$ cat config.mk
export PLATFORM = sky130hd
export DESIGN_NAME = tcep_top
export DESIGN_NICKNAME = d
export VERILOG_FILES = /design/src/design/tcep_pkg.sv /design/src/design/tcep_reg_if.sv /design/src/design/tcep_axil.sv /design/src/design/tcep_cap.sv /design/src/design/tcep_top.sv
export SDC_FILE = /design/constraint.sdc
export NUM_CORES = 1
export LEC_CHECK = 0
export ABC_AREA = 1
export BUFFER_PORTS_ARGS = -buffer_cell sky130_fd_sc_hd__clkbuf_2
export CORE_ASPECT_RATIO = 1.5
export CORE_MARGIN = 3
export CORE_UTILIZATION = 45
export CTS_BUF_LIST = sky130_fd_sc_hd__clkbuf_4
export CTS_CLUSTER_SIZE = 25
export DETAILED_ROUTE_END_ITERATION = 6
export PLACE_DENSITY = 0.74
export SKIP_LAST_GASP = 1
export SLEW_MARGIN = 0
export SYNTH_ARGS = -nofsm -noshare
export SYNTH_HDL_FRONTEND = slang
export SYNTH_SLANG_ARGS = --single-unit
$ cat constraint.sdc
create_clock -name aclk -period 2.18 [get_ports aclk]
set_clock_uncertainty 0.1 [all_clocks]
set_input_delay 0.436 -clock aclk [delete_from_list [all_inputs] [get_ports aclk]]
set_output_delay 0.436 -clock aclk [all_outputs]
set_load 0.03 [all_outputs]
$ cat src/design/tcep_pkg.sv
package tcep_pkg;
  localparam int NCH   = 6;
  localparam int NCOMP = 3;
  localparam int AW    = 8;
  // register byte offsets
  localparam logic [7:0] CTRL_OFS = 8'h00;
  localparam logic [7:0] DIR_OFS  = 8'h04;
  localparam logic [7:0] STAT_OFS = 8'h08;
  localparam logic [7:0] CEP_OFS  = 8'h20;
  // enable and polarity word
  localparam logic [31:0] CEP_RST      = 32'h0000_0000;
  localparam logic [31:0] CEP_WMASK    = 32'h0033_3fff;
  localparam logic [31:0] CEP_POL_MASK = 32'h0022_2aaa;
  localparam int CH_STRIDE = 4;
  localparam int EN_POS    = 0;
  localparam int POL_POS   = 1;
  localparam int NEN_POS   = 2;
  localparam int NPOL_POS  = 3;
  // control word
  localparam logic [31:0] CTRL_RST   = 32'h0000_0000;
  localparam logic [31:0] CTRL_WMASK = 32'h0007_3f37;
  localparam int MOE_POS   = 0;
  localparam int RUN_OFFSTATE_SELECT_POS  = 1;
  localparam int IDLE_OFFSTATE_SELECT_POS  = 2;
  localparam int LCK_LSB   = 4;
  localparam int IDLE_LSB  = 8;
  localparam int NIDLE_LSB = 16;
  localparam logic [1:0] LCK_L2 = 2'h2;
  // direction word, two bits a channel
  localparam logic [11:0] DIR_RST    = 12'h000;
  localparam logic [1:0]  DIR_OUTPUT = 2'h0;
  localparam logic [1:0]  DIR_OWN    = 2'h1;
  localparam logic [1:0]  DIR_PAIR   = 2'h2;
  // status word fields
  localparam int ST_NOUT_LSB = 8;
  localparam int ST_OE_LSB   = 16;
  localparam int ST_NOE_LSB  = 24;
  // bus answers
  localparam logic [1:0] RESP_OKAY   = 2'h0;
  localparam logic [1:0] RESP_SLVERR = 2'h2;
endpackage

$ cat src/design/tcep_reg_if.sv
`timescale 1ns/1ps
interface tcep_reg_if;
  logic        wr_stb;
  logic [7:0]  wr_addr;
  logic [31:0] wr_data;
  logic [3:0]  wr_strb;
  logic        wr_ok;
  logic [7:0]  rd_addr;
  logic [31:0] rd_data;
  logic        rd_ok;
  modport bus  (output wr_stb, wr_addr, wr_data, wr_strb, rd_addr,
                input wr_ok, rd_data, rd_ok);
  modport core (input wr_stb, wr_addr, wr_data, wr_strb, rd_addr,
                output wr_ok, rd_data, rd_ok);
endinterface

$ cat src/design/tcep_axil.sv
`timescale 1ns/1ps
module tcep_axil
  import tcep_pkg::*;
(
  input  wire logic          aclk,    // kernel clock
  input  wire logic          aresetn, // sync reset, low
  input  wire logic [AW-1:0] awaddr,  // write address
  input  wire logic          awvalid, // write address valid
  output      logic          awready, // write address ready
  input  wire logic [31:0]   wdata,   // write data
  input  wire logic [3:0]    wstrb,   // byte enables
  input  wire logic          wvalid,  // write data valid
  output      logic          wready,  // write data ready
  output      logic [1:0]    bresp,   // write answer
  output      logic          bvalid,  // write answer valid
  input  wire logic          bready,  // write answer ready
  input  wire logic [AW-1:0] araddr,  // read address
  input  wire logic          arvalid, // read address valid
  output      logic          arready, // read address ready
  output      logic [31:0]   rdata,   // read data
  output      logic [1:0]    rresp,   // read answer
  output      logic          rvalid,  // read data valid
  input  wire logic          rready,  // read data ready
  tcep_reg_if.bus            rif      // register file side
);
  typedef struct packed {
    logic          aw_v;
    logic [AW-1:0] aw_a;
    logic          w_v;
    logic [31:0]   w_d;
    logic [3:0]    w_s;
    logic          b_v;
    logic [1:0]    b_r;
    logic          r_v;
    logic [31:0]   r_d;
    logic [1:0]    r_r;
  } tcep_axs_t;

  tcep_axs_t q, d;
  logic      wr_fire;

  // hold address and data until both are in
  assign awready = !q.aw_v;
  assign wready  = !q.w_v;
  assign arready = !q.r_v;
  assign wr_fire = q.aw_v && q.w_v && !q.b_v;
  assign bvalid  = q.b_v;
  assign bresp   = q.b_r;
  assign rvalid  = q.r_v;
  assign rdata   = q.r_d;
  assign rresp   = q.r_r;
  assign rif.wr_stb  = wr_fire;
  assign rif.wr_addr = q.aw_a;
  assign rif.wr_data = q.w_d;
  assign rif.wr_strb = q.w_s;
  assign rif.rd_addr = araddr;

  // channel handshakes
  always_comb begin
    d = q;
    if (awvalid && !q.aw_v) begin
      d.aw_v = 1'b1;
      d.aw_a = awaddr;
    end
    if (wvalid && !q.w_v) begin
      d.w_v = 1'b1;
      d.w_d = wdata;
      d.w_s = wstrb;
    end
    if (wr_fire) begin
      d.aw_v = 1'b0;
      d.w_v  = 1'b0;
      d.b_v  = 1'b1;
      d.b_r  = rif.wr_ok ? RESP_OKAY : RESP_SLVERR;
    end
    if (q.b_v && bready) begin
      d.b_v = 1'b0;
    end
    if (arvalid && !q.r_v) begin
      d.r_v = 1'b1;
      d.r_d = rif.rd_data;
      d.r_r = rif.rd_ok ? RESP_OKAY : RESP_SLVERR;
    end else if (q.r_v && rready) begin
      d.r_v = 1'b0;
    end
  end

  // state register
  always_ff @(posedge aclk) begin
    if (!aresetn) begin
      q <= '0;
    end else begin
      q <= d;
    end
  end
endmodule

$ cat src/design/tcep_cap.sv
`timescale 1ns/1ps
module tcep_cap
  import tcep_pkg::*;
#(
  parameter int N = NCH
) (
  input  wire logic           aclk,    // kernel clock
  input  wire logic           aresetn, // sync reset, low
  input  wire logic [N-1:0]   cap_in,  // raw channel inputs
  input  wire logic           trc_in,  // raw internal trigger
  input  wire logic [2*N-1:0] dir,     // direction selects
  input  wire logic [N-1:0]   en,      // capture enables
  input  wire logic [N-1:0]   pol,     // edge selects
  output      logic [N-1:0]   cap_evt, // capture pulse
  output      logic [N-1:0]   trig     // trigger level
);
  typedef struct packed {
    logic [N:0]   s1;
    logic [N:0]   s2;
    logic [N:0]   s3;
    logic [N-1:0] evt;
    logic [N-1:0] trg;
  } tcep_cps_t;

  tcep_cps_t q, d;

  assign cap_evt = q.evt;
  assign trig    = q.trg;

  // sync, pick source, detect selected edge
  always_comb begin
    int   src;
    logic cur;
    logic prv;
    logic edg;
    logic inp;
    src  = 0;
    cur  = 1'b0;
    prv  = 1'b0;
    edg  = 1'b0;
    inp  = 1'b0;
    d    = q;
    d.s1 = {trc_in, cap_in};
    d.s2 = q.s1;
    d.s3 = q.s2;
    for (int c = 0; c < N; c++) begin
      case (dir[2*c +: 2])
        DIR_OWN:  src = c;
        DIR_PAIR: src = c ^ 1;
        default:  src = N;
      endcase
      inp = dir[2*c +: 2] != DIR_OUTPUT;
      cur = q.s2[src];
      prv = q.s3[src];
      edg = pol[c] ? (prv && !cur) : (!prv && cur);
      d.evt[c] = inp && en[c] && edg;
      d.trg[c] = inp && (cur ^ pol[c]);
    end
  end

  // state register
  always_ff @(posedge aclk) begin
    if (!aresetn) begin
      q <= '0;
    end else begin
      q <= d;
    end
  end
endmodule

$ cat src/design/tcep_top.sv
// Register access over AXI4-Lite was chosen for this implementation.
`timescale 1ns/1ps
module tcep_top
  import tcep_pkg::*;
(
  input  wire logic             aclk,      // kernel clock
  input  wire logic             aresetn,   // sync reset, low
  input  wire logic [AW-1:0]    awaddr,    // write address
  input  wire logic             awvalid,   // write address valid
  output      logic             awready,   // write address ready
  input  wire logic [31:0]      wdata,     // write data
  input  wire logic [3:0]       wstrb,     // byte enables
  input  wire logic             wvalid,    // write data valid
  output      logic             wready,    // write data ready
  output      logic [1:0]       bresp,     // write answer
  output      logic             bvalid,    // write answer valid
  input  wire logic             bready,    // write answer ready
  input  wire logic [AW-1:0]    araddr,    // read address
  input  wire logic             arvalid,   // read address valid
  output      logic             arready,   // read address ready
  output      logic [31:0]      rdata,     // read data
  output      logic [1:0]       rresp,     // read answer
  output      logic             rvalid,    // read data valid
  input  wire logic             rready,    // read data ready
  input  wire logic [NCH-1:0]   ref_wave,  // reference waveforms
  input  wire logic [NCH-1:0]   cap_in,    // channel input pins
  input  wire logic             trc_in,    // internal trigger
  output      logic [NCH-1:0]   main_out,  // main output levels
  output      logic [NCH-1:0]   main_oe,   // main output enables
  output      logic [NCOMP-1:0] comp_out,  // comp output levels
  output      logic [NCOMP-1:0] comp_oe,   // comp output enables
  output      logic [NCH-1:0]   cap_evt,   // capture pulses
  output      logic [NCH-1:0]   trig_out,  // trigger levels
  output      logic [2*NCH-1:0] dir_sel    // direction selects
);
  typedef struct packed {
    logic [31:0]      cep;
    logic [31:0]      ctrl;
    logic [2*NCH-1:0] dir;
    logic [NCH-1:0]   mo;
    logic [NCH-1:0]   moe;
    logic [NCOMP-1:0] co;
    logic [NCOMP-1:0] coe;
  } tcep_st_t;

  tcep_st_t     q, d;
  tcep_reg_if   rif ();
  logic [31:0]  bmask;
  logic [31:0]  status;
  logic [NCH-1:0] ch_en;
  logic [NCH-1:0] ch_pol;
  logic [1:0]   lck;
  logic         moe_b;
  logic         run_offstate_select;
  logic         idle_offstate_select;
  logic [7:0]   wa;
  logic [7:0]   ra;

  // bus slave
  tcep_axil u_axil (
    .aclk    (aclk),
    .aresetn (aresetn),
    .awaddr  (awaddr),
    .awvalid (awvalid),
    .awready (awready),
    .wdata   (wdata),
    .wstrb   (wstrb),
    .wvalid  (wvalid),
    .wready  (wready),
    .bresp   (bresp),
    .bvalid  (bvalid),
    .bready  (bready),
    .araddr  (araddr),
    .arvalid (arvalid),
    .arready (arready),
    .rdata   (rdata),
    .rresp   (rresp),
    .rvalid  (rvalid),
    .rready  (rready),
    .rif     (rif.bus)
  );

  // capture path
  tcep_cap #(.N(NCH)) u_cap (
    .aclk    (aclk),
    .aresetn (aresetn),
    .cap_in  (cap_in),
    .trc_in  (trc_in),
    .dir     (q.dir),
    .en      (ch_en),
    .pol     (ch_pol),
    .cap_evt (cap_evt),
    .trig    (trig_out)
  );

  // per channel bits and control fields
  for (genvar c = 0; c < NCH; c++) begin : g_ch
    assign ch_en[c]  = q.cep[CH_STRIDE*c + EN_POS];
    assign ch_pol[c] = q.cep[CH_STRIDE*c + POL_POS];
  end

  // byte lane mask from the write strobes
  for (genvar b = 0; b < 4; b++) begin : g_lane
    assign bmask[8*b +: 8] = {8{rif.wr_strb[b]}};
  end
  assign lck   = q.ctrl[LCK_LSB +: 2];
  assign moe_b = q.ctrl[MOE_POS];
  assign run_offstate_select  = q.ctrl[RUN_OFFSTATE_SELECT_POS];
  assign idle_offstate_select  = q.ctrl[IDLE_OFFSTATE_SELECT_POS];
  assign wa    = {rif.wr_addr[7:2], 2'b00};
  assign ra    = {rif.rd_addr[7:2], 2'b00};

  assign main_out = q.mo;
  assign main_oe  = q.moe;
  assign comp_out = q.co;
  assign comp_oe  = q.coe;
  assign dir_sel  = q.dir;

  // pin levels resolved from enables and off-state selects
  function automatic logic [3:0] resolve(
    input logic is_out, input logic en, input logic nen,
    input logic pol, input logic npol, input logic oi,
    input logic oin, input logic rf);
    logic [3:0] r;
    r = {pol, 1'b0, npol, 1'b0};
    if (!is_out) begin
      r = 4'h0;
    end else if (moe_b) begin
      if (en) begin
        r[3:2] = {rf ^ pol, 1'b1};
      end else if (run_offstate_select && nen) begin
        r[3:2] = {pol, 1'b1};
      end else begin
        r[3:2] = {run_offstate_select ? pol : 1'b0, 1'b0};
      end
      if (nen) begin
        r[1:0] = {(en ? ~rf : rf) ^ npol, 1'b1};
      end else if (run_offstate_select && en) begin
        r[1:0] = {npol, 1'b1};
      end else begin
        r[1:0] = {run_offstate_select ? npol : 1'b0, 1'b0};
      end
    end else if (idle_offstate_select && (en || nen)) begin
      r = {oi, 1'b1, oin, 1'b1};
    end
    return r;
  endfunction

  // register updates and output resolution
  always_comb begin
    logic [31:0] m;
    logic [3:0]  rs;
    logic        nen;
    logic        npol;
    logic        oin;
    m  = '0;
    rs = '0;
    nen  = 1'b0;
    npol = 1'b0;
    oin  = 1'b0;
    d = q;
    if (rif.wr_stb && wa == CEP_OFS) begin
      m = bmask & CEP_WMASK;
      if (lck >= LCK_L2) begin
        m = m & ~CEP_POL_MASK;
      end
      d.cep = (q.cep & ~m) | (rif.wr_data & m);
    end
    if (rif.wr_stb && wa == CTRL_OFS) begin
      m = bmask & CTRL_WMASK;
      d.ctrl = (q.ctrl & ~m) | (rif.wr_data & m);
    end
    for (int c = 0; c < NCH; c++) begin
      if (rif.wr_stb && wa == DIR_OFS && !ch_en[c]
          && rif.wr_strb[0 + c / 4]) begin
        d.dir[2*c +: 2] = rif.wr_data[2*c +: 2];
      end
      nen  = 1'b0;
      npol = 1'b0;
      oin  = 1'b0;
      if (c < NCOMP) begin
        nen  = q.cep[CH_STRIDE*c + NEN_POS];
        npol = q.cep[CH_STRIDE*c + NPOL_POS];
        oin  = q.ctrl[NIDLE_LSB + c];
      end
      rs = resolve(q.dir[2*c +: 2] == DIR_OUTPUT, ch_en[c], nen,
                   ch_pol[c], npol, q.ctrl[IDLE_LSB + c], oin,
                   ref_wave[c]);
      d.mo[c]  = rs[3];
      d.moe[c] = rs[2];
      if (c < NCOMP) begin
        d.co[c]  = rs[1];
        d.coe[c] = rs[0];
      end
    end
  end

  // status view of the pins
  always_comb begin
    status = '0;
    status[0 +: NCH]            = q.mo;
    status[ST_NOUT_LSB +: NCOMP] = q.co;
    status[ST_OE_LSB +: NCH]    = q.moe;
    status[ST_NOE_LSB +: NCOMP] = q.coe;
  end

  // read mux and decode
  always_comb begin
    rif.rd_ok   = 1'b1;
    rif.rd_data = '0;
    case (ra)
      CEP_OFS:  rif.rd_data = q.cep;
      CTRL_OFS: rif.rd_data = q.ctrl;
      DIR_OFS:  rif.rd_data = {20'h0_0000, q.dir};
      STAT_OFS: rif.rd_data = status;
      default:  rif.rd_ok   = 1'b0;
    endcase
    case (wa)
      CEP_OFS, CTRL_OFS, DIR_OFS, STAT_OFS: rif.wr_ok = 1'b1;
      default:                              rif.wr_ok = 1'b0;
    endcase
  end

  // state register
  always_ff @(posedge aclk) begin
    if (!aresetn) begin
      q      <= '0;
      q.cep  <= CEP_RST;
      q.ctrl <= CTRL_RST;
      q.dir  <= DIR_RST;
    end else begin
      q <= d;
    end
  end
endmodule

==> results.toml, run 1 <==
[timing]
setup_violations = 0
tightest_slew_ns = 0.6083
fmax_mhz = 537.9
final-max-slew-violation-count = 0
finalSetupTns_ns = 0
post-route-period-util_pct = 85.27
setup_ws_ns = 0.3210
hold_viol = 0
rsz0062_at_grt = "no"
fin_crit_ns = 1.859
slew_headroom_pct = 59.07

[synthesis]
syn_inst = 1057
ys_seq_elements = 152
synth_cell_types = 37
yosysSeqAreaShare_pct = 40.49
syn_area_um2 = 7515
yosysWarnings = 0
syn_area_per_cell_um2 = 7.109

[setup_path]
cp_slowest_cell = "dfxtp_1"
path_buf_inv = 1
worstPathArrival_ns = 1.32
worstSetupPathType = "reg2out"
start_kind = "flip-flop"
crit_family = "flip-flops"
worstPathRequired_ns = 1.64
crit_fanout = 5
worstSetupEndpointType = "primary output"
cp_slowest_stage_delay_ns = 0.52
path_cells = "clkbuf_2"

[route]
ant_nets = 0
avgViaCountPerCell = 5.006
wl_per_cell_um = 15.09
post-route-drc-count = 0
drtPass1Iterations = 5
drt_iter0_markers = 501
via_count = 6773
wl_mm = 20.42

[clock_tree]
clock_path_buffers = 2
cts_resized = 0
post-cts-setup-buffer-count = 0
cts-root-buf = "clkbuf_4"
hold_buffers = 25
clock-sinks = 152
h-tree-depth = 4
clock_latency_ns = 0.54
numCtsBuffers = 17
clk_pin_slew_ns = 0.12
cts_tree = "done"

[global_routing]
antenna_found_initial = 2
grt_pass1_wl_mm = 31.68
grt_pass1_vias = 6293
grt_overflow = 0
globalRouteTotalUtil_pct = 21.82
grt_start_max_net_pins = 95

[die]
dieArea_um2 = 18320
initial_utilization_pct = 46.21
io_pins = 155
core_um2 = 16260
fp.dieH_um = 164.3
die_w_um = 111.5
rows = 57

[cells_and_area]
nets = 1223
drive_gt1_share_pct = 17.12
syn_to_final_growth_pct = 9.907

[power]
leakage_nw = 3.694
p_per_area_nw_per_um2 = 591.7
ir_worst_vdd_uv = 281.1

[place]
dp_hpwl_mm = 15.70
portBuffers = 125
gp_congestion = 0.9137
pre_cts_slack_ns = 0.3912

[hold_path]
hold_class = "in2reg"

[run_status]
status = "completed"

[run]
maxCapViolations = 0
==> kinds of logic after synthesis <==
logic type | count (synthesis) | share of synthesized area [%]
and+or+nand+nor | 427 | 24.46
buffers and inverters | 243 | 16.72
AOI/OAI and AO/OA | 214 | 15.05
DFF | 152 | 40.49
adders and majority gates | 18 | 2.997
xor gates and xnor gates | 2 | 0.2331
other | 1 | 0.04990
==> power by group <==
| group | total [W] | internal, W | switching, W |
|---|---|---|---|
| clock network | 0.00150 | 0.000482 | 0.00102 |
| logic | 0.000468 | 0.000162 | 0.000306 |
| registers | 0.00292 | 0.00285 | 0.0000702 |
| total | 0.00489 | 0.00350 | 0.00139 |
==> routing by layer <==
metal / share of wire (%) / wire (µm) / vias up / track usage [%]
li1: - / - / 3452 / -
met1: 39 / 7907 / 3028 / 24.14
met2: 51 / 10500 / 236 / 39.48
met3: 5.4 / 1098 / 57 / 3.833
met4: 4.5 / 915 / 0 / 11.95
met5: 0 / 0 / - / 0
==> path summary, 6_finish.rpt <==
kind,slack (ns),endpoint,start,cells past startpoint
max reg2reg,0.37,flip-flop,u_axil.rif.wr_addr[6],8
max,0.32,dir_sel[10],dir_sel[10],1
min reg2reg,0.33,u_cap.d[18],u_cap.d[25],2
min,0.04,u_axil.rif.wr_data[4],wdata[4],3
==> layout make-up <==
cell class                 instances  area (µm²)
antenna                            2       5.005
clock buffer                      20       150.1
clock inverter                    11       76.32
fill                            1641        8001
inverter                         124       465.4
multi-input combinational        672        3253
sequential                       152        3043
tap                              206       257.7
timing repair buffer             166        1008
==> Yosys cell counts (all sizes together) <==
library cell	instances	area (µm²)
a211oi	2	15.01
a21boi	2	15.01
a21oi	108	544.3
buf	101	721.9
clkbuf	18	68.81
conb	1	3.750
dfxtp	152	3043
ha	18	225.2
inv	124	465.5
nand2	213	812.0
nand3	49	290.3
nand4	17	106.4
nor2	134	543.0
nor3	10	61.31
nor4	2	12.51
o2111ai	4	35.03
o211ai	4	30.03
o21a	3	22.52
o21ai	82	410.4
o22ai	7	43.79
o31ai	2	15.01
or2	2	12.51
xor2	2	17.52
==> cell usage in the layout (no fill, tap or decap), drive strengths merged <==
cell type      n
clkinvlp       5
nor4           2
clkbuf       145
o31ai          2
o211ai         4
a21boi         2
diode          2
nand3         49
a21oi        108
dfxtp        152
nand4         17
clkinv         3
nand2        213
conb          11
o21ai         82
nor3          10
xor2           2
dlygate4sd3   25
o21a           3
or2            2
inv          127
o22ai          7
buf           16
nor2         134
o2111ai        4
ha            18
a211oi         2
==> metrics by stage <==
step                      utilization [%]  hold WS (ns)  total power, W  area, µm²  std cells
after floorplan                         -        0.2905        0.003279       7552       1067
after global placement              47.83        0.2971        0.003405       7777       1295
after detailed placement            47.83        0.2982        0.003414       7777       1295
after CTS                           50.76      0.002500        0.004913       8254       1351
after global routing                50.79       0.02250        0.005083       8259       1353
final                               50.79       0.03832        0.004887       8259       1353
Note: power is estimated with default switching activity, not from simulation.
==> run 2: changes to the inputs <==
--- a/config.mk
+++ b/config.mk
@@ -8,12 +8,13 @@
 export ABC_AREA = 1
 export BUFFER_PORTS_ARGS = -buffer_cell sky130_fd_sc_hd__clkbuf_2
 export CORE_ASPECT_RATIO = 1.5
-export CORE_MARGIN = 3
+export CORE_MARGIN = 2
 export CORE_UTILIZATION = 45
 export CTS_BUF_LIST = sky130_fd_sc_hd__clkbuf_4
 export CTS_CLUSTER_SIZE = 25
 export DETAILED_ROUTE_END_ITERATION = 6
 export PLACE_DENSITY = 0.74
+export SETUP_SLACK_MARGIN = 0.4
 export SKIP_LAST_GASP = 1
 export SLEW_MARGIN = 0
 export SYNTH_ARGS = -nofsm -noshare
==> results.toml, run 2 (synthesized netlist as in run 1, its figures left out) <==
[setup_path]
worstPathRequired_ns = 1.64
worstSetupEndpointType = "primary output"
worstSetupPathType = "reg2out"
start_kind = "flip-flop"
cp_slowest_cell = "dfxtp_2"
worstPathArrival_ns = 1.19
path_cells = "clkbuf_4"
crit_fanout = 5
cp_slowest_stage_delay_ns = 0.43
crit_family = "flip-flops"
path_buf_inv = 1

[route]
wl_per_cell_um = 15.28
ant_nets = 0
wl_mm = 20.85
via_count = 6874
drt_iter0_markers = 557
post-route-drc-count = 0
drtPass1Iterations = 5
avgViaCountPerCell = 5.036

[clock_tree]
cts-root-buf = "clkbuf_4"
clk_pin_slew_ns = 0.12
numCtsBuffers = 17
h-tree-depth = 4
clock-sinks = 152
clock_path_buffers = 2
cts_tree = "done"
clock_latency_ns = 0.55

[timing]
fin_hold_ws_ns = 0.03363
post-route-period-util_pct = 79.18
fmax_mhz = 579.3
tightest_slew_ns = 0.6312
hold_viol = 0
final-max-slew-violation-count = 0
fin_crit_ns = 1.726
rsz0062_at_grt = "no"
slew_headroom_pct = 57.54
finalSetupTns_ns = 0
setup_violations = 0

[cells_and_area]
utilization_pct = 52.25
final_common_cell = "nand2_1"
nets = 1234
nFillCells = 1649
syn_to_final_growth_pct = 13.05
layout_common_cells = "207 x nand2_1, 140 x dfxtp_1, 122 x nor2_1"
drive_gt1_share_pct = 19.88

[power]
ir_worst_vdd_uv = 275.2
leakage_nw = 3.784
p_per_area_nw_per_um2 = 595.2
internal_power_w = 0.003609
switchingPower_w = 0.001447
power.sequential.fraction_pct = 57.8
combPwrFrac_pct = 9.7
p_clk_share_pct = 32.5
p_sw_share_pct = 28.63

[global_routing]
globalRouteTotalUtil_pct = 23.53
antenna_found_initial = 2
grt_pass1_wl_mm = 31.99
grt_start_max_net_pins = 61
grt_overflow = 0
grt_pass1_vias = 6299

[run_status]
status = "completed"

[place]
dp_hpwl_mm = 15.67
portBuffers = 125
gp_congestion = 0.9028

[die]
io_pins = 155
dieArea_um2 = 17770
core_um2 = 16260
fp.dieH_um = 162.3
rows = 57
die_w_um = 109.5
initial_utilization_pct = 46.21

[run]
maxCapViolations = 0

[hold_path]
hold_class = "in2reg"
-- run 2: cell count changes in the layout (fill, tap and decap cells not counted), moves of 4 or more --
cell,delta
dfxtp_1,-12
clkbuf_4,+5
nor2_1,-4
dfxtp_4,+4
dfxtp_2,+8
clkbuf_2,-12
buf_4,+8
clkinv_4,+4
nor2_2,+4
-- run 2: what timing repair did --
item                                    in CTS  in global routing
buffers inserted                             0                  5
endpoints found under the hold margin       28                  0
endpoints found under the setup margin      19                 45
pin swaps                                    1                  2
gates resized for setup                     11                 40
hold buffers                                28                  0
gates cloned                                 1                  0
-- run 2: power by group through the flow --
stage	Sequential [W]	Clock [W]	Combinational, W
after global placement	0.00298	0	0.000432
after global routing	0.00293	0.00181	0.000540
after floorplan	0.00295	0	0.000327
after CTS	0.00292	0.00168	0.000479
after detailed placement	0.00298	0	0.000437
final	0.00292	0.00165	0.000489
-- run 2: final cells by class --
type | instances | area (µm²) | area share [%]
Antenna cell | 2 | 5.005 | 0.05891
Clock buffer | 18 | 135.1 | 1.591
Clock inverter | 14 | 125.1 | 1.473
Inverter | 124 | 465.4 | 5.479
Multi-Input combinational cell | 673 | 3322 | 39.10
Sequential cell | 152 | 3068 | 36.11
Tap cell | 206 | 257.7 | 3.034
Timing Repair Buffer | 176 | 1117 | 13.15
-- run 2: metrics by stage --
stage | area, µm² | instances | power (W) | setup WS (ns)
2_1_floorplan | 7552 | 1067 | 0.003279 | 0.5283
3_3_place_gp | 7792 | 1297 | 0.003411 | 0.3813
3_5_place_dp | 7792 | 1297 | 0.003419 | 0.3412
4_1_cts | 8359 | 1358 | 0.005084 | 0.3964
5_1_grt | 8496 | 1365 | 0.005281 | 0.3864
6_report | 8496 | 1365 | 0.005057 | 0.4539
-- run 2: path summary, 6_finish.rpt --
path | startpoint | cells after the start | endpoint | slack [ns]
setup reg to reg | dir_sel[8] | 6 | u_cap.cap_evt[4] | 0.48
hold reg to reg | u_cap.d[21] | 2 | u_cap.d[14] | 0.32
setup / recovery | dir_sel[5] | 1 | dir_sel[5] | 0.45
hold / removal | wdata[4] | 3 | u_axil.rif.wr_data[4] | 0.03
-- run 2: routing by layer --
metal	track usage (%)	vias to the layer above	share of wire [%]
met5	0	-	0
met4	12.89	0	4.8
met3	3.852	54	5.3
met2	41.39	244	51
met1	26.47	3094	39
li1	-	3482	-
